[src/hw/bmss_pkg.sv]
package bmss_pkg;
  // time base
  localparam int CLK_PERIOD_NS = 25;
  localparam int TICK_TIME_NS = 1000000;
  localparam int TICK_CYCLES = TICK_TIME_NS / CLK_PERIOD_NS;

  // register byte offsets
  localparam logic [7:0] ADDR_CTRL = 8'h00;
  localparam logic [7:0] ADDR_ACCEL = 8'h04;
  localparam logic [7:0] ADDR_STATUS = 8'h08;
  localparam logic [7:0] ADDR_RATE = 8'h0C;

  // control register fields (lsb positions)
  localparam int CTRL_ISD_EN = 0;
  localparam int CTRL_REV_EN = 1;
  localparam int CTRL_REL_MODE = 2;
  localparam int CTRL_PULSE_RATE = 3;
  localparam int CTRL_STAT_THR = 5;
  localparam int CTRL_REV_LIMIT = 7;
  localparam int CTRL_BRAKE_TIME = 10;
  localparam int CTRL_IPD_CURR = 13;
  localparam int CTRL_ALIGN = 17;
  localparam int CTRL_OL_CURR = 20;
  localparam logic [31:0] CTRL_MASK = 32'h003F_FFFF;
  localparam logic [31:0] CTRL_RESET = 32'h0012_0001;

  // acceleration register fields
  localparam int ACC_FIRST = 0;
  localparam int ACC_SECOND = 3;
  localparam int ACC_HANDOFF = 6;
  localparam logic [31:0] ACCEL_MASK = 32'h0000_07FF;
  localparam logic [31:0] ACCEL_RESET = 32'h0000_010B;
  localparam int HANDOFF_SHIFT = 8;

  // status register fields
  localparam int STAT_STATE = 0;
  localparam int STAT_REV = 8;
  localparam int STAT_SECTOR = 9;
  localparam int STAT_PERIOD = 12;

  // durations in ticks of TICK_TIME_NS
  localparam logic [15:0] STAT_MS [4] = '{16'h0032, 16'h0064, 16'h00C8, 16'h0190};
  localparam logic [15:0] REV_LIMIT_MS [8] = '{16'h00C8, 16'h0064, 16'h0032, 16'h0019,
                                                16'h000C, 16'h0006, 16'h0003, 16'h0002};
  localparam logic [15:0] BRAKE_MS [8] = '{16'h0000, 16'h000A, 16'h0032, 16'h0064,
                                            16'h00C8, 16'h012C, 16'h01F4, 16'h03E8};
  localparam logic [15:0] ALIGN_MS [8] = '{16'h0028, 16'h0050, 16'h00A0, 16'h0140,
                                            16'h0280, 16'h0500, 16'h0A50, 16'h14B4};
  // position pulse release waits in clock cycles
  localparam logic [11:0] IPD_REL_CYC [4] = '{12'h100, 12'h200, 12'h400, 12'h800};
  localparam logic [11:0] IPD_PULSE_MAX = 12'hFFF;
  localparam logic [15:0] RATE_NUM = 16'hFFFF;

  // six-step pairs, bit0 U, bit1 V, bit2 W: UV UW VW VU WU WV
  localparam logic [2:0] SIX_HS [6] = '{3'h1, 3'h1, 3'h2, 3'h2, 3'h4, 3'h4};
  localparam logic [2:0] SIX_LS [6] = '{3'h2, 3'h4, 3'h4, 3'h1, 3'h1, 3'h2};
  // pulse order VW WV UV VU WU UW as six-step indices
  localparam logic [2:0] IPD_SECTOR [6] = '{3'h2, 3'h5, 3'h0, 3'h3, 3'h4, 3'h1};
  localparam logic [2:0] ALIGN_SECTOR = 3'h2;

  typedef enum logic [7:0] {
    ST_POWER_ON = 8'h01,
    ST_ISD = 8'h02,
    ST_BRAKE = 8'h04,
    ST_ALIGN = 8'h08,
    ST_IPD = 8'h10,
    ST_REV_DRIVE = 8'h20,
    ST_ACCEL = 8'h40,
    ST_CLOSED = 8'h80
  } bmss_state_t;
endpackage : bmss_pkg

[src/hw/bmss_top.sv]
// Overview of operation
// Start in power-on state after reset and whenever standby or sleep ends.
// Power-on goes to speed detect if enabled, else to brake decision.
// Speed below stationary threshold leads to brake decision, else direction decision.
// Forward rotation resynchronises straight into closed loop; reverse checks speed limit.
// Reverse faster than limit returns to speed detect; else reverse-drive decision.
// Reverse drive enabled enters reverse drive, else brake decision.
// Reverse drive pushes forward until zero speed, then accelerates.
// Nonzero brake time enables braking and enters brake state.
// Brake turns on all three low-side switches together.
// Brake lasts the selected time, then position-detect decision.
// Brake disabled skips brake and starts as if stationary.
// Nonzero pulse current limit selects position detect, otherwise align.
// Align drives into V, out of W at open-loop current for align time.
// Accelerate with first and second order rates until handoff threshold, then closed loop.
// Direction pin change stops driving and restarts the sequence.
// Speed detect keeps all phases high impedance while comparators watch back-EMF.
// UW lagging UV means forward; UW leading UV means reverse.
// Speed comes from time between consecutive rising comparator edges.
// No comparator toggle within threshold time means stationary; the code counts only rising edges, falling edges do not restart the timer.
// Resync loads measured speed and position into the drive state.
// Pulse pairs VW WV UV VU WU UW, timed; shortest gives position, then accelerate.
// Release mode 0 keeps the low-side on; mode 1 turns both off.
// All timing counters run on the clock and clear on restart.
//
// The register offsets and the APB interface to the registers were decided locally.
module bmss_top
  import bmss_pkg::*;
#(
  parameter int P_TICK_CYCLES = TICK_CYCLES
)
(
  input wire logic I_CLK_SYS,
  input wire logic I_RESET,
  input wire logic I_PSEL,
  input wire logic I_PENABLE,
  input wire logic I_PWRITE,
  input wire logic [7:0] I_PADDR,
  input wire logic [31:0] I_PWDATA,
  input wire logic I_STANDBY,
  input wire logic I_DIR,
  input wire logic I_CMP_UV,
  input wire logic I_CMP_UW,
  input wire logic I_CURR_HIT,
  output logic [31:0] O_PRDATA,
  output logic O_PREADY,
  output logic O_PSLVERR,
  output logic [2:0] O_HS_ON,
  output logic [2:0] O_LS_ON,
  output logic O_PHASE_HIZ,
  output logic O_CURR_LIMIT_EN,
  output logic [1:0] O_CURR_LIMIT_SEL,
  output logic [3:0] O_PULSE_CURR_LIMIT,
  output logic O_CLOSED_LOOP,
  output logic [2:0] O_ROTOR_SECTOR
);
  logic [31:0] ctrl_q, ctrl_d, accel_q, accel_d, prdata_q, prdata_d;
  logic pready_q, pready_d, pslverr_q, pslverr_d;
  bmss_state_t state_q, state_d;
  logic [15:0] presc_q, presc_d, tmr_q, tmr_d, period_q, period_d, per;
  logic [15:0] rate_q, rate_d, acc2_q, acc2_d, dec, handoff_lim;
  logic [19:0] ph_q, ph_d;
  logic [20:0] ph_sum;
  logic [2:0] sector_q, sector_d, ipd_idx_q, ipd_idx_d, best_idx_q, best_idx_d;
  logic [11:0] cyc_q, cyc_d, best_q, best_d;
  logic ipd_rel_q, ipd_rel_d, seen_q, seen_d, dirk_q, dirk_d, rev_q, rev_d;
  logic uv_q, uw_q, dir_q;
  logic [2:0] hs_q, hs_d, ls_q, ls_d;
  logic hiz_q, hiz_d, clim_q, clim_d, closed_q, closed_d;
  logic tick, restart, dir_chg, uv_rise, uw_rise, edge_any, isd_timeout, decide, rev_now;
  logic access, mapped;

  logic isd_en, rev_en, rel_mode;
  logic [1:0] pulse_rate, stat_thr, ol_curr;
  logic [2:0] rev_limit, brake_time, align_sel, acc1, acc2sel;
  logic [3:0] ipd_curr;
  logic [4:0] handoff;

  assign isd_en = ctrl_q[CTRL_ISD_EN];
  assign rev_en = ctrl_q[CTRL_REV_EN];
  assign rel_mode = ctrl_q[CTRL_REL_MODE];
  assign pulse_rate = ctrl_q[CTRL_PULSE_RATE +: 2];
  assign stat_thr = ctrl_q[CTRL_STAT_THR +: 2];
  assign rev_limit = ctrl_q[CTRL_REV_LIMIT +: 3];
  assign brake_time = ctrl_q[CTRL_BRAKE_TIME +: 3];
  assign ipd_curr = ctrl_q[CTRL_IPD_CURR +: 4];
  assign align_sel = ctrl_q[CTRL_ALIGN +: 3];
  assign ol_curr = ctrl_q[CTRL_OL_CURR +: 2];
  assign acc1 = accel_q[ACC_FIRST +: 3];
  assign acc2sel = accel_q[ACC_SECOND +: 3];
  assign handoff = accel_q[ACC_HANDOFF +: 5];
  assign handoff_lim = 16'(handoff) << HANDOFF_SHIFT;
  assign dec = {13'h0000, acc1} + 16'h0001;

  // apb slave: one wait state so every answer comes from a flop
  assign access = I_PSEL & I_PENABLE & ~pready_q;
  assign mapped = (I_PADDR == ADDR_CTRL) | (I_PADDR == ADDR_ACCEL) |
                  (I_PADDR == ADDR_STATUS) | (I_PADDR == ADDR_RATE);

  always_comb
  begin
    ctrl_d = ctrl_q;
    accel_d = accel_q;
    prdata_d = prdata_q;
    pready_d = access;
    pslverr_d = access & ~mapped;
    // writes land on the completing edge, while the master still holds address and data
    if (I_PSEL && I_PENABLE && pready_q && I_PWRITE)
    begin
      if (I_PADDR == ADDR_CTRL)
        ctrl_d = I_PWDATA & CTRL_MASK;
      if (I_PADDR == ADDR_ACCEL)
        accel_d = I_PWDATA & ACCEL_MASK;
    end
    if (access && !I_PWRITE)
    begin
      case (I_PADDR)
        ADDR_CTRL: prdata_d = ctrl_q;
        ADDR_ACCEL: prdata_d = accel_q;
        ADDR_STATUS: prdata_d = {4'h0, period_q, sector_q, rev_q, state_q};
        ADDR_RATE: prdata_d = {16'h0000, rate_q};
        default: prdata_d = 32'h0000_0000;
      endcase
    end
  end

  always_ff @(posedge I_CLK_SYS or posedge I_RESET)
  begin
    if (I_RESET)
    begin
      ctrl_q <= CTRL_RESET;
      accel_q <= ACCEL_RESET;
      prdata_q <= 32'h0000_0000;
      pready_q <= 1'b0;
      pslverr_q <= 1'b0;
    end
    else
    begin
      ctrl_q <= ctrl_d;
      accel_q <= accel_d;
      prdata_q <= prdata_d;
      pready_q <= pready_d;
      pslverr_q <= pslverr_d;
    end
  end

  // sequencer helpers
  assign tick = (presc_q == 16'(P_TICK_CYCLES - 1));
  assign dir_chg = (I_DIR != dir_q);
  assign restart = I_STANDBY | dir_chg;
  assign uv_rise = I_CMP_UV & ~uv_q;
  assign uw_rise = I_CMP_UW & ~uw_q;
  assign edge_any = uv_rise | uw_rise;
  assign isd_timeout = (state_q == ST_ISD) && !edge_any && (tmr_q >= STAT_MS[stat_thr]);
  assign decide = (state_q == ST_ISD) && edge_any && seen_q && (dirk_q || uv_rise);
  // at a UV rise, UW still low means UW lags by 60 degrees
  assign rev_now = uv_rise ? (I_CMP_UW ^ dir_q) : rev_q;
  assign per = (tmr_q == 16'h0000) ? 16'h0001 : tmr_q;
  assign ph_sum = {1'b0, ph_q} + {5'h00, rate_q};

  // stationary path: brake if enabled, then position detect or align
  function automatic bmss_state_t stationary_next(input logic [2:0] bt, input logic [3:0] ic);
    if (bt != 3'h0)
      return ST_BRAKE;
    else if (ic != 4'h0)
      return ST_IPD;
    else
      return ST_ALIGN;
  endfunction : stationary_next

  always_comb
  begin
    state_d = state_q;
    presc_d = tick ? 16'h0000 : presc_q + 16'h0001;
    tmr_d = (tick && tmr_q != 16'hFFFF) ? tmr_q + 16'h0001 : tmr_q;
    period_d = period_q;
    rate_d = rate_q;
    acc2_d = acc2_q;
    ph_d = ph_q;
    sector_d = sector_q;
    ipd_idx_d = ipd_idx_q;
    ipd_rel_d = ipd_rel_q;
    cyc_d = cyc_q;
    best_d = best_q;
    best_idx_d = best_idx_q;
    seen_d = seen_q;
    dirk_d = dirk_q;
    rev_d = rev_q;
    case (state_q)
      ST_POWER_ON:
        state_d = isd_en ? ST_ISD : stationary_next(brake_time, ipd_curr);
      ST_ISD:
      begin
        if (isd_timeout)
          state_d = stationary_next(brake_time, ipd_curr);
        else if (edge_any)
        begin
          tmr_d = 16'h0000;
          seen_d = 1'b1;
          if (uv_rise)
          begin
            dirk_d = 1'b1;
            rev_d = rev_now;
          end
          if (decide)
          begin
            period_d = per;
            if (!rev_now)
            begin
              state_d = ST_CLOSED;
              rate_d = RATE_NUM / per;
              sector_d = uv_rise ? 3'h0 : 3'h2;
            end
            else if (per < REV_LIMIT_MS[rev_limit])
            begin
              seen_d = 1'b0;
              dirk_d = 1'b0;
            end
            else if (rev_en)
            begin
              state_d = ST_REV_DRIVE;
              rate_d = RATE_NUM / per;
            end
            else
              state_d = stationary_next(brake_time, ipd_curr);
          end
        end
      end
      ST_BRAKE:
        if (tmr_q >= BRAKE_MS[brake_time])
          state_d = (ipd_curr != 4'h0) ? ST_IPD : ST_ALIGN;
      ST_ALIGN:
        if (tmr_q >= ALIGN_MS[align_sel])
        begin
          state_d = ST_ACCEL;
          sector_d = ALIGN_SECTOR;
          rate_d = 16'h0000;
        end
      ST_IPD:
      begin
        cyc_d = cyc_q + 12'h001;
        if (!ipd_rel_q)
        begin
          if (I_CURR_HIT || cyc_q == IPD_PULSE_MAX)
          begin
            if (cyc_q < best_q)
            begin
              best_d = cyc_q;
              best_idx_d = ipd_idx_q;
            end
            ipd_rel_d = 1'b1;
            cyc_d = 12'h000;
          end
        end
        else if (cyc_q >= IPD_REL_CYC[pulse_rate])
        begin
          ipd_rel_d = 1'b0;
          cyc_d = 12'h000;
          if (ipd_idx_q == 3'h5)
          begin
            state_d = ST_ACCEL;
            sector_d = IPD_SECTOR[best_idx_q];
            rate_d = 16'h0000;
          end
          else
            ipd_idx_d = ipd_idx_q + 3'h1;
        end
      end
      ST_REV_DRIVE:
      begin
        // motor still turns backwards, so the sector tracks backwards
        ph_d = ph_sum[19:0];
        if (ph_sum[20])
          sector_d = (sector_q == 3'h0) ? 3'h5 : sector_q - 3'h1;
        if (tick)
        begin
          if (rate_q <= dec)
          begin
            rate_d = 16'h0000;
            state_d = ST_ACCEL;
          end
          else
            rate_d = rate_q - dec;
        end
      end
      ST_ACCEL, ST_CLOSED:
      begin
        ph_d = ph_sum[19:0];
        if (ph_sum[20])
          sector_d = (sector_q == 3'h5) ? 3'h0 : sector_q + 3'h1;
        if (state_q == ST_ACCEL)
        begin
          if (rate_q > handoff_lim)
            state_d = ST_CLOSED;
          else if (tick)
          begin
            // saturate so a slow handoff setting cannot wrap the rate
            acc2_d = (acc2_q > 16'hEFFF) ? acc2_q : acc2_q + {13'h0000, acc2sel};
            if ({1'b0, rate_q} + {1'b0, acc2_q} + 17'(acc1) > 17'h0FFFF)
              rate_d = 16'hFFFF;
            else
              rate_d = rate_q + acc2_q + {13'h0000, acc1};
          end
        end
      end
      default:
        state_d = ST_POWER_ON;
    endcase
    if (state_d != state_q)
    begin
      tmr_d = 16'h0000;
      presc_d = 16'h0000;
      cyc_d = 12'h000;
      ipd_idx_d = 3'h0;
      ipd_rel_d = 1'b0;
      best_d = IPD_PULSE_MAX;
      acc2_d = 16'h0000;
      ph_d = 20'h00000;
      seen_d = 1'b0;
      dirk_d = 1'b0;
    end
    if (restart)
    begin
      state_d = ST_POWER_ON;
      tmr_d = 16'h0000;
      presc_d = 16'h0000;
      cyc_d = 12'h000;
      rate_d = 16'h0000;
      acc2_d = 16'h0000;
      ph_d = 20'h00000;
      seen_d = 1'b0;
      dirk_d = 1'b0;
    end
  end

  // drive pattern, one cycle behind the state
  always_comb
  begin
    hs_d = 3'h0;
    ls_d = 3'h0;
    hiz_d = 1'b0;
    clim_d = 1'b0;
    case (state_q)
      ST_POWER_ON, ST_ISD:
        hiz_d = 1'b1;
      ST_BRAKE:
        ls_d = 3'h7;
      ST_ALIGN:
      begin
        hs_d = SIX_HS[ALIGN_SECTOR];
        ls_d = SIX_LS[ALIGN_SECTOR];
        clim_d = 1'b1;
      end
      ST_IPD:
        if (!ipd_rel_q)
        begin
          hs_d = SIX_HS[IPD_SECTOR[ipd_idx_q]];
          ls_d = SIX_LS[IPD_SECTOR[ipd_idx_q]];
        end
        else if (!rel_mode)
          ls_d = SIX_LS[IPD_SECTOR[ipd_idx_q]];
      ST_REV_DRIVE, ST_ACCEL, ST_CLOSED:
      begin
        hs_d = SIX_HS[sector_q];
        ls_d = SIX_LS[sector_q];
        clim_d = (state_q != ST_CLOSED);
      end
      default:
        hiz_d = 1'b1;
    endcase
    if (dir_q)
    begin
      // reverse rotation by exchanging V and W
      hs_d = {hs_d[1], hs_d[2], hs_d[0]};
      ls_d = {ls_d[1], ls_d[2], ls_d[0]};
    end
    if (restart)
    begin
      hs_d = 3'h0;
      ls_d = 3'h0;
      hiz_d = 1'b1;
      clim_d = 1'b0;
    end
    closed_d = (state_q == ST_CLOSED) && !restart;
  end

  always_ff @(posedge I_CLK_SYS or posedge I_RESET)
  begin
    if (I_RESET)
    begin
      state_q <= ST_POWER_ON;
      presc_q <= 16'h0000;
      tmr_q <= 16'h0000;
      period_q <= 16'h0000;
      rate_q <= 16'h0000;
      acc2_q <= 16'h0000;
      ph_q <= 20'h00000;
      sector_q <= 3'h0;
      ipd_idx_q <= 3'h0;
      ipd_rel_q <= 1'b0;
      cyc_q <= 12'h000;
      best_q <= IPD_PULSE_MAX;
      best_idx_q <= 3'h0;
      seen_q <= 1'b0;
      dirk_q <= 1'b0;
      rev_q <= 1'b0;
      uv_q <= 1'b0;
      uw_q <= 1'b0;
      dir_q <= 1'b0;
      hs_q <= 3'h0;
      ls_q <= 3'h0;
      hiz_q <= 1'b1;
      clim_q <= 1'b0;
      closed_q <= 1'b0;
    end
    else
    begin
      state_q <= state_d;
      presc_q <= presc_d;
      tmr_q <= tmr_d;
      period_q <= period_d;
      rate_q <= rate_d;
      acc2_q <= acc2_d;
      ph_q <= ph_d;
      sector_q <= sector_d;
      ipd_idx_q <= ipd_idx_d;
      ipd_rel_q <= ipd_rel_d;
      cyc_q <= cyc_d;
      best_q <= best_d;
      best_idx_q <= best_idx_d;
      seen_q <= seen_d;
      dirk_q <= dirk_d;
      rev_q <= rev_d;
      uv_q <= I_CMP_UV;
      uw_q <= I_CMP_UW;
      dir_q <= I_DIR;
      hs_q <= hs_d;
      ls_q <= ls_d;
      hiz_q <= hiz_d;
      clim_q <= clim_d;
      closed_q <= closed_d;
    end
  end

  assign O_PRDATA = prdata_q;
  assign O_PREADY = pready_q;
  assign O_PSLVERR = pslverr_q;
  assign O_HS_ON = hs_q;
  assign O_LS_ON = ls_q;
  assign O_PHASE_HIZ = hiz_q;
  assign O_CURR_LIMIT_EN = clim_q;
  assign O_CURR_LIMIT_SEL = ctrl_q[CTRL_OL_CURR +: 2];
  assign O_PULSE_CURR_LIMIT = ctrl_q[CTRL_IPD_CURR +: 4];
  assign O_CLOSED_LOOP = closed_q;
  assign O_ROTOR_SECTOR = sector_q;

  a_standby_hold: assert property (@(posedge I_CLK_SYS) disable iff (I_RESET)
    I_STANDBY |=> state_q == ST_POWER_ON && hs_q == 3'h0 && ls_q == 3'h0)
    else $error("standby did not hold power-on state");
  a_isd_enable_check: assert property (@(posedge I_CLK_SYS) disable iff (I_RESET)
    (state_q == ST_POWER_ON && !restart && isd_en) |=> state_q == ST_ISD)
    else $error("speed detect not entered");
  a_skip_to_brake: assert property (@(posedge I_CLK_SYS) disable iff (I_RESET)
    (state_q == ST_POWER_ON && !restart && !isd_en && brake_time != 3'h0) |=> state_q == ST_BRAKE)
    else $error("brake not entered");
  a_resync_forward: assert property (@(posedge I_CLK_SYS) disable iff (I_RESET)
    (decide && !rev_now && !restart) |=> state_q == ST_CLOSED ##1 closed_q)
    else $error("forward spin did not resync into closed loop");
  a_stationary_exit: assert property (@(posedge I_CLK_SYS) disable iff (I_RESET)
    (isd_timeout && !restart) |=> state_q inside {ST_BRAKE, ST_IPD, ST_ALIGN})
    else $error("stationary motor not routed to start path");
  a_isd_outputs_off: assert property (@(posedge I_CLK_SYS) disable iff (I_RESET)
    (state_q == ST_ISD) |=> (hs_q == 3'h0 && ls_q == 3'h0 && hiz_q))
    else $error("phases driven during speed detect");
  a_brake_low_sides: assert property (@(posedge I_CLK_SYS) disable iff (I_RESET)
    (state_q == ST_BRAKE && !restart) |=> (ls_q == 3'h7 && hs_q == 3'h0))
    else $error("brake pattern wrong");
  a_brake_duration: assert property (@(posedge I_CLK_SYS) disable iff (I_RESET)
    (state_q == ST_BRAKE && !restart && tmr_q < BRAKE_MS[brake_time]) |=> state_q == ST_BRAKE)
    else $error("brake ended early");
  a_align_phase_pair: assert property (@(posedge I_CLK_SYS) disable iff (I_RESET)
    (state_q == ST_ALIGN && !restart && !dir_q) |=> (hs_q == 3'h2 && ls_q == 3'h4 && clim_q))
    else $error("align pattern wrong");
  a_handoff_closed: assert property (@(posedge I_CLK_SYS) disable iff (I_RESET)
    (state_q == ST_ACCEL && !restart && rate_q > handoff_lim) |=> state_q == ST_CLOSED)
    else $error("handoff to closed loop missed");
  a_dir_restart: assert property (@(posedge I_CLK_SYS) disable iff (I_RESET)
    dir_chg |=> (state_q == ST_POWER_ON && hs_q == 3'h0 && ls_q == 3'h0 && tmr_q == 16'h0000))
    else $error("direction change did not restart");
  a_release_mode: assert property (@(posedge I_CLK_SYS) disable iff (I_RESET)
    (state_q == ST_IPD && ipd_rel_q && !restart) |=> (hs_q == 3'h0 && (rel_mode ? ls_q == 3'h0 : ls_q != 3'h0)))
    else $error("pulse release pattern wrong");
endmodule : bmss_top

[config.mk]
export PLATFORM = sky130hd
export DESIGN_NAME = bmss_top
export DESIGN_NICKNAME = d
export VERILOG_FILES = /design/src/hw/bmss_pkg.sv /design/src/hw/bmss_top.sv
export SDC_FILE = /design/constraint.sdc
export NUM_CORES = 1
export LEC_CHECK = 0
export BUFFER_PORTS_ARGS = -buffer_cell sky130_fd_sc_hd__buf_2
export CAP_MARGIN = 40
export CORE_MARGIN = 2
export CORE_UTILIZATION = 64
export DETAILED_ROUTE_END_ITERATION = 12
export GPL_ROUTABILITY_DRIVEN = 0
export GPL_TIMING_DRIVEN = 0
export PLACE_DENSITY = 0.83
export SETUP_SLACK_MARGIN = 0.05
export SLEW_MARGIN = 40
export SYNTH_ARGS = -nofsm -noshare
export SYNTH_HDL_FRONTEND = slang
export SYNTH_SLANG_ARGS = --single-unit
export TNS_END_PERCENT = 1
[constraint.sdc]
create_clock -name I_CLK_SYS -period 33.4 [get_ports I_CLK_SYS]
set_input_delay 3.34 -clock I_CLK_SYS [delete_from_list [all_inputs] [get_ports I_CLK_SYS]]
set_output_delay 3.34 -clock I_CLK_SYS [all_outputs]
set_load 0.02 [all_outputs]
# Word-level counts from Yosys, hierarchy flattened
# Memory sizes are Yosys's and may differ from the RTL's.
# Cells that the tools add are included.
dict set report word_totals {
  reg_bits 224
  mem_bits_ro 528
  in_bits 50
  out_inout_bits 52
  word_cells 343
  n_memories 9
}
# memory words word_bits read_ports rd_ports_with_merged_regs wr line_no
set mem_list {}
lappend mem_list {{(name not given)} 8 16 1 0 0 bmss_top.sv:233} ;# if (tmr_q >= ALIGN_MS[align_sel])
lappend mem_list {{(name not given)} 8 16 1 0 0 bmss_top.sv:230} ;# if (tmr_q >= BRAKE_MS[brake_time])
lappend mem_list {{(name not given)} 8 16 1 0 0 bmss_top.sv:214} ;# else if (per < REV_LIMIT_MS[rev_limit])
lappend mem_list {{(name not given)} 8 3 1 0 0 bmss_top.sv:365} ;# ls_d = SIX_LS[sector_q];
lappend mem_list {{(name not given)} 8 3 1 0 0 bmss_top.sv:364} ;# hs_d = SIX_HS[sector_q];
lappend mem_list {{(name not given)} 8 3 1 0 0 bmss_top.sv:361} ;# ls_d = SIX_LS[IPD_SECTOR[ipd_idx_q]];
lappend mem_list {{+3 memories} n/a n/a n/a n/a n/a n/a}
dict set report op_classes {
  add_sub_neg 14
  n_div 1
  n_lt_le_gt_ge 19
  eq_ne 47
  muxes 149
  bitwise 26
  reduce_logical 49
}
# operator count
set ops {}
lappend ops {{2-to-1 mux 16 bit} 42}
lappend ops {{2-to-1 mux 12 bit} 13}
lappend ops {{2-to-1 mux 8 bit} 17}
lappend ops {{case mux 28 bit (4 select lines)} 1}
lappend ops {{2-to-1 mux 3 bit} 36}
lappend ops {{case mux 16 bit (5 select lines)} 1}
lappend ops {{2-to-1 mux 20 bit} 3}
lappend ops {{case mux 8 bit (7 select lines)} 1}
lappend ops {{greater-or-equal comparator 16 bit} 3}
lappend ops {{inequality test 3 bit (second input constant)} 11}
lappend ops {{adder 16 x 1 -> 16 bit (second input constant)} 2}
lappend ops {{adder 16 x 3 -> 16 bit} 2}
lappend ops {{binary-select mux 16 bit (select 2 bit)} 1}
lappend ops {{greater-or-equal comparator 4 bit (second input constant)} 7}
lappend ops {{NOT 3 -> 4 bit} 7}
lappend ops {{2-to-1 mux 1 bit} 26}
lappend ops {{binary-select mux 12 bit (select 2 bit)} 1}
lappend ops {{equality test 8 x 4 -> 1 bit (second input constant)} 3}
lappend ops {{nonzero test 3 bit} 8}
lappend ops {{adder 20 x 16 -> 21 bit} 1}
lappend ops {{inequality test 2 bit (second input constant)} 10}
lappend ops {{AND reduction 4 bit} 5}
lappend ops {{adder 16 x 16 -> 17 bit} 1}
lappend ops {{adder 17 x 3 -> 17 bit} 1}
lappend ops {{61 further kinds} 102}

# Depth between registers and ports, before layout
# Gate-level depths: netlist of the first run.
dict set report logic_depth {
  ltp_word 14
  depth_mapped 143
  depth_no_buf 132
}

# Least setup slack after synthesis of the first run
# Ideal clock, no wire load.
dict set report synth_timing {
  path_kind {flip-flop to flip-flop}
  startpoint {reg tmr_q[0]}
  endpoint {reg rate_q[0]}
  setup_ns 0.136
  t_arrival_ns 26.944
  required_ns 33.264
  setup_slack_ns 6.319
  path_stages_with_launch 132
  n_path_buf 10
  period_less_slack_ns 27.081
  cell_sequence {dfrtp_1 > buf_4 > inv_1 > clkbuf_1 > ha_1 > nor4b_1 > nand2_2 > o21ai_0 > nand3_1 > ha_1 > o22ai_1 > nor2_1 > nand2_1 > ha_1 > o21a_1 > nor4_1 > o21ai_0 > ha_1 > [... 96 more ...] > nand3_1 > a31oi_1 > nor2b_1 > o21ai_1 > nor2_1 > a21o_1 > ha_1 > a21o_1 > a21oi_1 > nor2b_1 > o21ai_0 > nand2b_1 > a21oi_1 > nor2b_1 > o21ai_0 > o211ai_1 > nand3_1 > a21oi_1}
}
dict set report synth_between {
  elab_chain_len 11
  elab_cells_between_ends 19
  classes_between {div: 1; order compare: 3; eq/ne: 3; mux: 9; reduce/logical: 3}
}
# element line_no
set synth_lines {}
lappend synth_lines {{start, declared} bmss_top.sv:60} ;# logic [15:0] presc_q, presc_d, tmr_q, tmr_d, period_q, period_d, per;
lappend synth_lines {{start signal, assigned} bmss_top.sv:420} ;# tmr_q <= tmr_d;
lappend synth_lines {{zero test 16 bit} bmss_top.sv:158} ;# assign per = (tmr_q == 16'h0000) ? 16'h0001 : tmr_q;
lappend synth_lines {{2-to-1 mux 16 bit} bmss_top.sv:158}
lappend synth_lines {{divider 16 x 16 -> 16 bit} {bmss_top.sv:211, bmss_top.sv:222}}
lappend synth_lines {{2-to-1 mux 16 bit} bmss_top.sv:219} ;# else if (rev_en)
lappend synth_lines {{2-to-1 mux 16 bit} bmss_top.sv:214}
lappend synth_lines {{2-to-1 mux 16 bit} bmss_top.sv:208} ;# if (!rev_now)
lappend synth_lines {{2-to-1 mux 16 bit} bmss_top.sv:205} ;# if (decide)
lappend synth_lines {{2-to-1 mux 16 bit} bmss_top.sv:196} ;# else if (edge_any)
lappend synth_lines {{2-to-1 mux 16 bit} bmss_top.sv:194} ;# if (isd_timeout)
lappend synth_lines {{case mux 16 bit (5 select lines)} bmss_top.sv:189} ;# case (state_q)
lappend synth_lines {{2-to-1 mux 16 bit} bmss_top.sv:322} ;# if (restart)
lappend synth_lines {{end signal, assigned} bmss_top.sv:422} ;# rate_q <= rate_d;
lappend synth_lines {{end, declared} bmss_top.sv:61} ;# logic [15:0] rate_q, rate_d, acc2_q, acc2_d, dec, handoff_lim;
# Several ways; a longest one is shown, not always the timed one. The select of a mux whose other input is x is not followed.
# A chain may end at the register's enable or synchronous reset.

# Worst setup path in the final report of the first run
dict set report layout_timing {
  startpoint {reg tmr_q[1]}
  endpoint {reg rate_q[0]}
}
# The elaborated chain is that of the path after synthesis.

==> results of run 1 <==
==> worst reg2reg max path, delay by kind of cell (launching register included) <==
kind	cells	cell delay, ns
compound gates	56	12.75
simple gates	40	7.70
fa+ha+maj	16	5.32
buf+inv	15	3.77
mux	5	1.45
flops	1	0.39
==> worst paths after layout <==
kind,startpoint,endpoint,slack (ns),cells after the start
min in group asynchronous,I_RESET,ctrl_q[19],2.78,2
hold reg to reg,presc_q[0],presc_q[0],0.49,1
max in group asynchronous,I_RESET,best_q[0],29.57,4
setup reg to reg,tmr_q[1],rate_q[0],1.91,132
setup / recovery,tmr_q[1],rate_q[0],1.91,132
hold / removal,presc_q[0],presc_q[0],0.49,1
==> layout make-up <==
cell class | instances | area share
multi-input cells | 2141 | 0.6449
flip-flops and latches | 220 | 0.2321
clock buffers | 28 | 0.02619
well taps | 448 | 0.02352
repair buffers | 95 | 0.02341
plain buffers | 105 | 0.02247
inverters | 121 | 0.01937
clock inverters | 13 | 0.008084
==> flip-flops by register name (all words and copies together), names as in the netlist, 8 cells and up <==
name      flops
ph_q         20
presc_q      16
O_PRDATA     28
cyc_q        12
tmr_q        16
ctrl_q       22
rate_q       16
best_q       12
accel_q      11
acc2_q       16
period_q     16
state_q       8
==> where the power goes <==
group	internal [W]	switching [W]
Combinational	0.0000166	0.0000313
Clock	0.000166	0.000117
Sequential	0.000269	0.00000538
==> cells in the mapped netlist (all sizes together), types with 27 or more instances <==
| library cell | instances |
|---|---|
| o21ai | 132 |
| a21oi | 179 |
| nor4 | 28 |
| dfrtp | 199 |
| nor2b | 36 |
| nand4 | 33 |
| a21o | 64 |
| clkbuf | 71 |
| nand2b | 33 |
| nand2 | 250 |
| xor2 | 44 |
| mux2 | 82 |
| a31oi | 39 |
| nor2 | 226 |
| a211oi | 27 |
| o21a | 66 |
| mux2i | 36 |
| xnor2 | 97 |
| buf | 33 |
| o211ai | 43 |
| nor3 | 86 |
| nand3 | 71 |
| inv | 121 |
| ha | 257 |
==> metal layers <==
layer  GRT usage  up-vias
li1            -     9699
met1      0.4793    10360
met2      0.6169     1238
met3     0.06389      302
met4      0.1776        2
met5           0        -
==> logic make-up (layout without fill, tap and decap cells) <==
logic type / after synthesis / count (layout) / synth area share
buf+inv: 226 / 362 / 0.04511
flops: 220 / 220 / 0.2544
other cells: 1 / 4 / 0.0001724
simple gates: 896 / 896 / 0.2013
fa+ha+maj: 264 / 264 / 0.1543
compound gates: 711 / 711 / 0.2215
mux: 125 / 125 / 0.06645
xor+xnor: 141 / 141 / 0.05679
==> through the flow <==
step / hold WS [ns] / util / power, W
floorplan: 0.4552 / - / 0.0003077
global placement: 0.4583 / 0.6784 / 0.0003218
detailed placement: 0.4645 / 0.6825 / 0.0003252
CTS: 0.4918 / 0.7068 / 0.0006026
global route: 0.5075 / 0.7108 / 0.0006189
finish: 0.4929 / 0.7108 / 0.0006052
==> timing repair <==
| action | 4_1_cts | 5_1_grt |
|---|---|---|
| setup endpoints to repair | 0 | 2 |
| buffers inserted | 0 | 5 |
| resized for setup | 0 | 22 |
| hold buffers | 0 | 0 |
==> impl_metrics.ini, run 1 <==
[global_route]
antenna_found_initial = 1
grt_pass1_wl_um = 108300
grt_max_degree = 85
first_global_vias = 21060
grt_util_all_layers = 0.3741
gr-total-overflow = 0

[placement]
placed_area_um2 = 22880
port_buffers = 86
place_inst = 3125
hpwl_um = 50630
pre_cts_slack_ns = 0.3835

[routing]
drc = 0
first_pass_iters = 11
ant_nets = 0
met3_length_um = 6622
detail_route.wl_per_cell_um = 21.32
wirelength_um = 67620
drtIter0Drc = 2383
wl_met1_um = 26340
viasPerCell = 6.812
wl_met2_um = 31090
vias = 21600
highest_layer = met5

[sta]
hold_viol = 0
skew_ns = 0.02192
min_period_over_period = 0.9429
slew_headroom = 0.3966
setup_viol = 0
slew_viol_final = 0
min_period_ns = 31.49
setup_ws_ns = 1.906
tightest_slew_ns = 0.9051
max_freq_mhz = 31.75
tns_ns = 0

[synthesis]
synth.distinct_cells = 105
synth_top_flop_cell = dfrtp_1
syn_area_um2 = 21750
synth_warnings = 0
yosysTopAreaCell = dfrtp_1
postSynthAreaPerCell_um2 = 8.416
synth_edf_count = 0
synth.area.top_cells = dfrtp_1 23%, ha_1 15%, nand2_1 4.3%
synth-seq-cells = 220
syn_inst = 2584
synth_top_cell_area_share = 0.2290
yosysSeqAreaShare = 0.2544
synth-async-reset-ratio = 1.000

[cells_and_area]
nets = 3021
most-common-layout-cells = 257 x ha_1, 249 x nand2_1, 224 x nor2_1
seq_area_um2 = 5532
antenna_cells = 0
final_cells = 3171
layout_commonest_cell = ha_1
fillers = 2477
drive_gt1_frac = 0.1322
finalInstanceArea_um2 = 23840
multi_input_comb_area_um2 = 15370
syn2layout_area_growth_pct = 9.603

[floorplan]
io_pins = 102
initial_utilization = 0.6485
die_area_um2 = 35470
rows = 67
core-area_um2 = 33530
die_h_um = 188.3
die_w_um = 188.3

[critical_path]
cp_max_fo = 10
slowest_delay_ns = 0.65
crit_required_ns = 33.80
end_kind = flop
cp_num_buf_inv = 15
crit_type = reg -> reg
crit_family = compound AO/OA/AOI/OAI gates
cp.arrival_ns = 31.90
path_common_cell = ha_1
cpMaxStageDelayCell = or4_2
cp-start-kind = flop

[cts]
clock_sinks = 220
clk_latency_ns = 0.54
cts_tree = yes
clk_pin_slew_worst_paths_ns = 0.07
clock-root-buffer = clkbuf_16
cts_max_level = 1
clockBufferDepth = 3
numCtsBuffers = 23

[run]
maxCapViolations = 0

[outcome]
status = finished, final reports clean

[power_and_ir_drop]
cellPowerDensity_nw_per_um2 = 25.39
power_leakage_nw = 11.37
ir_drop_uv = 34.07

[worst_hold_path]
min-delay-path-class = reg -> reg
(Power assumes the default switching activity.)
==> inputs of run 2 (changes only) <==
--- a/config.mk
+++ b/config.mk
@@ -6,7 +6,8 @@
 export NUM_CORES = 1
 export LEC_CHECK = 0
 export BUFFER_PORTS_ARGS = -buffer_cell sky130_fd_sc_hd__buf_2
-export CAP_MARGIN = 40
+export CAP_MARGIN = 25
+export CORE_ASPECT_RATIO = 0.75
 export CORE_MARGIN = 2
 export CORE_UTILIZATION = 64
 export DETAILED_ROUTE_END_ITERATION = 12
@@ -14,7 +15,7 @@
 export GPL_TIMING_DRIVEN = 0
 export PLACE_DENSITY = 0.83
 export SETUP_SLACK_MARGIN = 0.05
-export SLEW_MARGIN = 40
+export SLEW_MARGIN = 0
 export SYNTH_ARGS = -nofsm -noshare
 export SYNTH_HDL_FRONTEND = slang
 export SYNTH_SLANG_ARGS = --single-unit
==> impl_metrics.ini, run 2 (synthesis gave the netlist of run 1 again) <==
[cts]
numCtsBuffers = 21
clock_sinks = 220
clk_latency_ns = 0.53
clk_pin_slew_worst_paths_ns = 0.07
clock-root-buffer = clkbuf_16
clockBufferDepth = 3
cts_max_level = 1
hold_buffers = 0
cts_tree = yes

[critical_path]
path_common_cell = ha_1
cp_max_fo = 10
reg2reg_depth = 136
cpMaxStageDelayCell = or4_2
cp-start-kind = flop
cp.arrival_ns = 32.08
r2r_end = rate_q[0]
slowest_delay_ns = 0.66
rrSetupSlack_ns = 1.69
end_kind = flop
crit_required_ns = 33.78
reg2reg_from = tmr_q[0]
crit_type = reg -> reg

[floorplan]
io_pins = 102
die_w_um = 216.9
core-area_um2 = 33530
rows = 58
die_h_um = 163.6
die_area_um2 = 35490
initial_utilization = 0.6486

[cells_and_area]
syn2layout_area_growth_pct = 9.010
nets = 3019
layout_commonest_cell = ha_1
most-common-layout-cells = 257 x ha_1, 249 x nand2_1, 225 x nor2_1
largest_reg_flops = 28
drive_gt1_frac = 0.1302
fin_util = 0.7071
antenna_cells = 0

[sta]
worst_hold_slack_ns = 0.4860
setup_viol = 0
skew_ns = 0.01680
max_freq_mhz = 31.54
slew_headroom = 0.2774
setup_ws_ns = 1.694
tightest_slew_ns = 1.073
hold_viol = 0
min_period_ns = 31.71
tns_ns = 0
slew_viol_final = 0
min_period_over_period = 0.9493

[placement]
hpwl_um = 51940
pre_cts_slack_ns = -0.3556
port_buffers = 86

[power_and_ir_drop]
power.total_w = 0.0005793
power_leakage_nw = 11.33
cellPowerDensity_nw_per_um2 = 24.44
netSwitchingPower_w = 0.0001442
sw_frac_of_total = 0.2488
power.share.combinational = 0.080
pwr-share-seq = 0.474
pwr-share-clk = 0.446
cellInternalPower_w = 0.0004352
ir_drop_uv = 32.20

[worst_hold_path]
hold_start = O_PRDATA[5]
min-delay-path-class = reg -> reg
whs_path_depth = 2
hold_path_end = O_PRDATA[5]

[routing]
viasPerCell = 6.784
drtIter0Drc = 3114
ant_nets = 0
first_pass_iters = 7
drc = 0
vias = 21500
detail_route.wl_per_cell_um = 21.50
wirelength_um = 68150

[global_route]
grt_pass1_wl_um = 107200
first_global_vias = 20170
grt_util_all_layers = 0.3771
grt_max_degree = 126
antenna_found_initial = 3
gr-total-overflow = 0

[outcome]
status = finished, final reports clean

[run]
maxCapViolations = 0
[run 2: power groups by stage]
stage | Clock (W) | Sequential, W | Combinational, W
3_5_place_dp | 0 | 0.000279 | 0.0000449
2_1_floorplan | 0 | 0.000279 | 0.0000288
3_3_place_gp | 0 | 0.000279 | 0.0000423
4_1_cts | 0.000258 | 0.000274 | 0.0000452
6_report | 0.000258 | 0.000275 | 0.0000464
5_1_grt | 0.000270 | 0.000274 | 0.0000499
[run 2: metrics by stage]
stage                     instances  instance area, um^2
after CTS                      3165                23550
final                          3169                23710
after detailed placement       3128                22820
after floorplan                2587                21760
after global routing           3169                23710
after global placement         3123                22750
[run 2: area by class of cell]
class / instances / area, um^2
multi-input combinational: 2141 / 15380
fill: 2547 / 9821
sequential: 220 / 5532
clock buffer: 30 / 609.3
tap: 450 / 563.0
buffer: 105 / 539.3
timing repair buffer: 95 / 510.5
inverter: 121 / 461.7
clock inverter: 7 / 113.9
[run 2: worst max-delay path by stage]
stage | from | to | slack [ns] | cells after the start
global route | tmr_q[0] | rate_q[0] | -0.1 | 136
global placement | tmr_q[0] | rate_q[0] | -0.38 | 131
finish | tmr_q[0] | rate_q[0] | 1.69 | 136
CTS | tmr_q[0] | rate_q[0] | 0.07 | 132
detailed placement | tmr_q[0] | rate_q[0] | -0.36 | 134
floorplan | tmr_q[0] | rate_q[0] | 6.32 | 131
[run 2: repair_timing]
item	4_1_cts	5_1_grt
setup endpoints to repair	1	2
buffers inserted	0	4
resized for setup	3	34
hold endpoints to repair	0	0
pin swaps	0	4
[run 2: worst max-delay path: cells and delay by family, from the launching register on]
family,cells,cell delay [ns]
AO/OA/AOI/OAI,60,13.71
adder cells (fa/ha/maj),16,5.10
buffers and inverters,16,3.63
flip-flops,1,0.38
multiplexers,5,1.41
AND/OR/NAND/NOR,39,7.26
[run 2: layer usage]
metal,track usage,vias to the layer above,share of wire
met1,0.5343,10190,0.42
met4,0.1115,4,0.031
met3,0.1069,204,0.13
met2,0.5587,1399,0.42
met5,0,-,0.00041
li1,-,9705,-
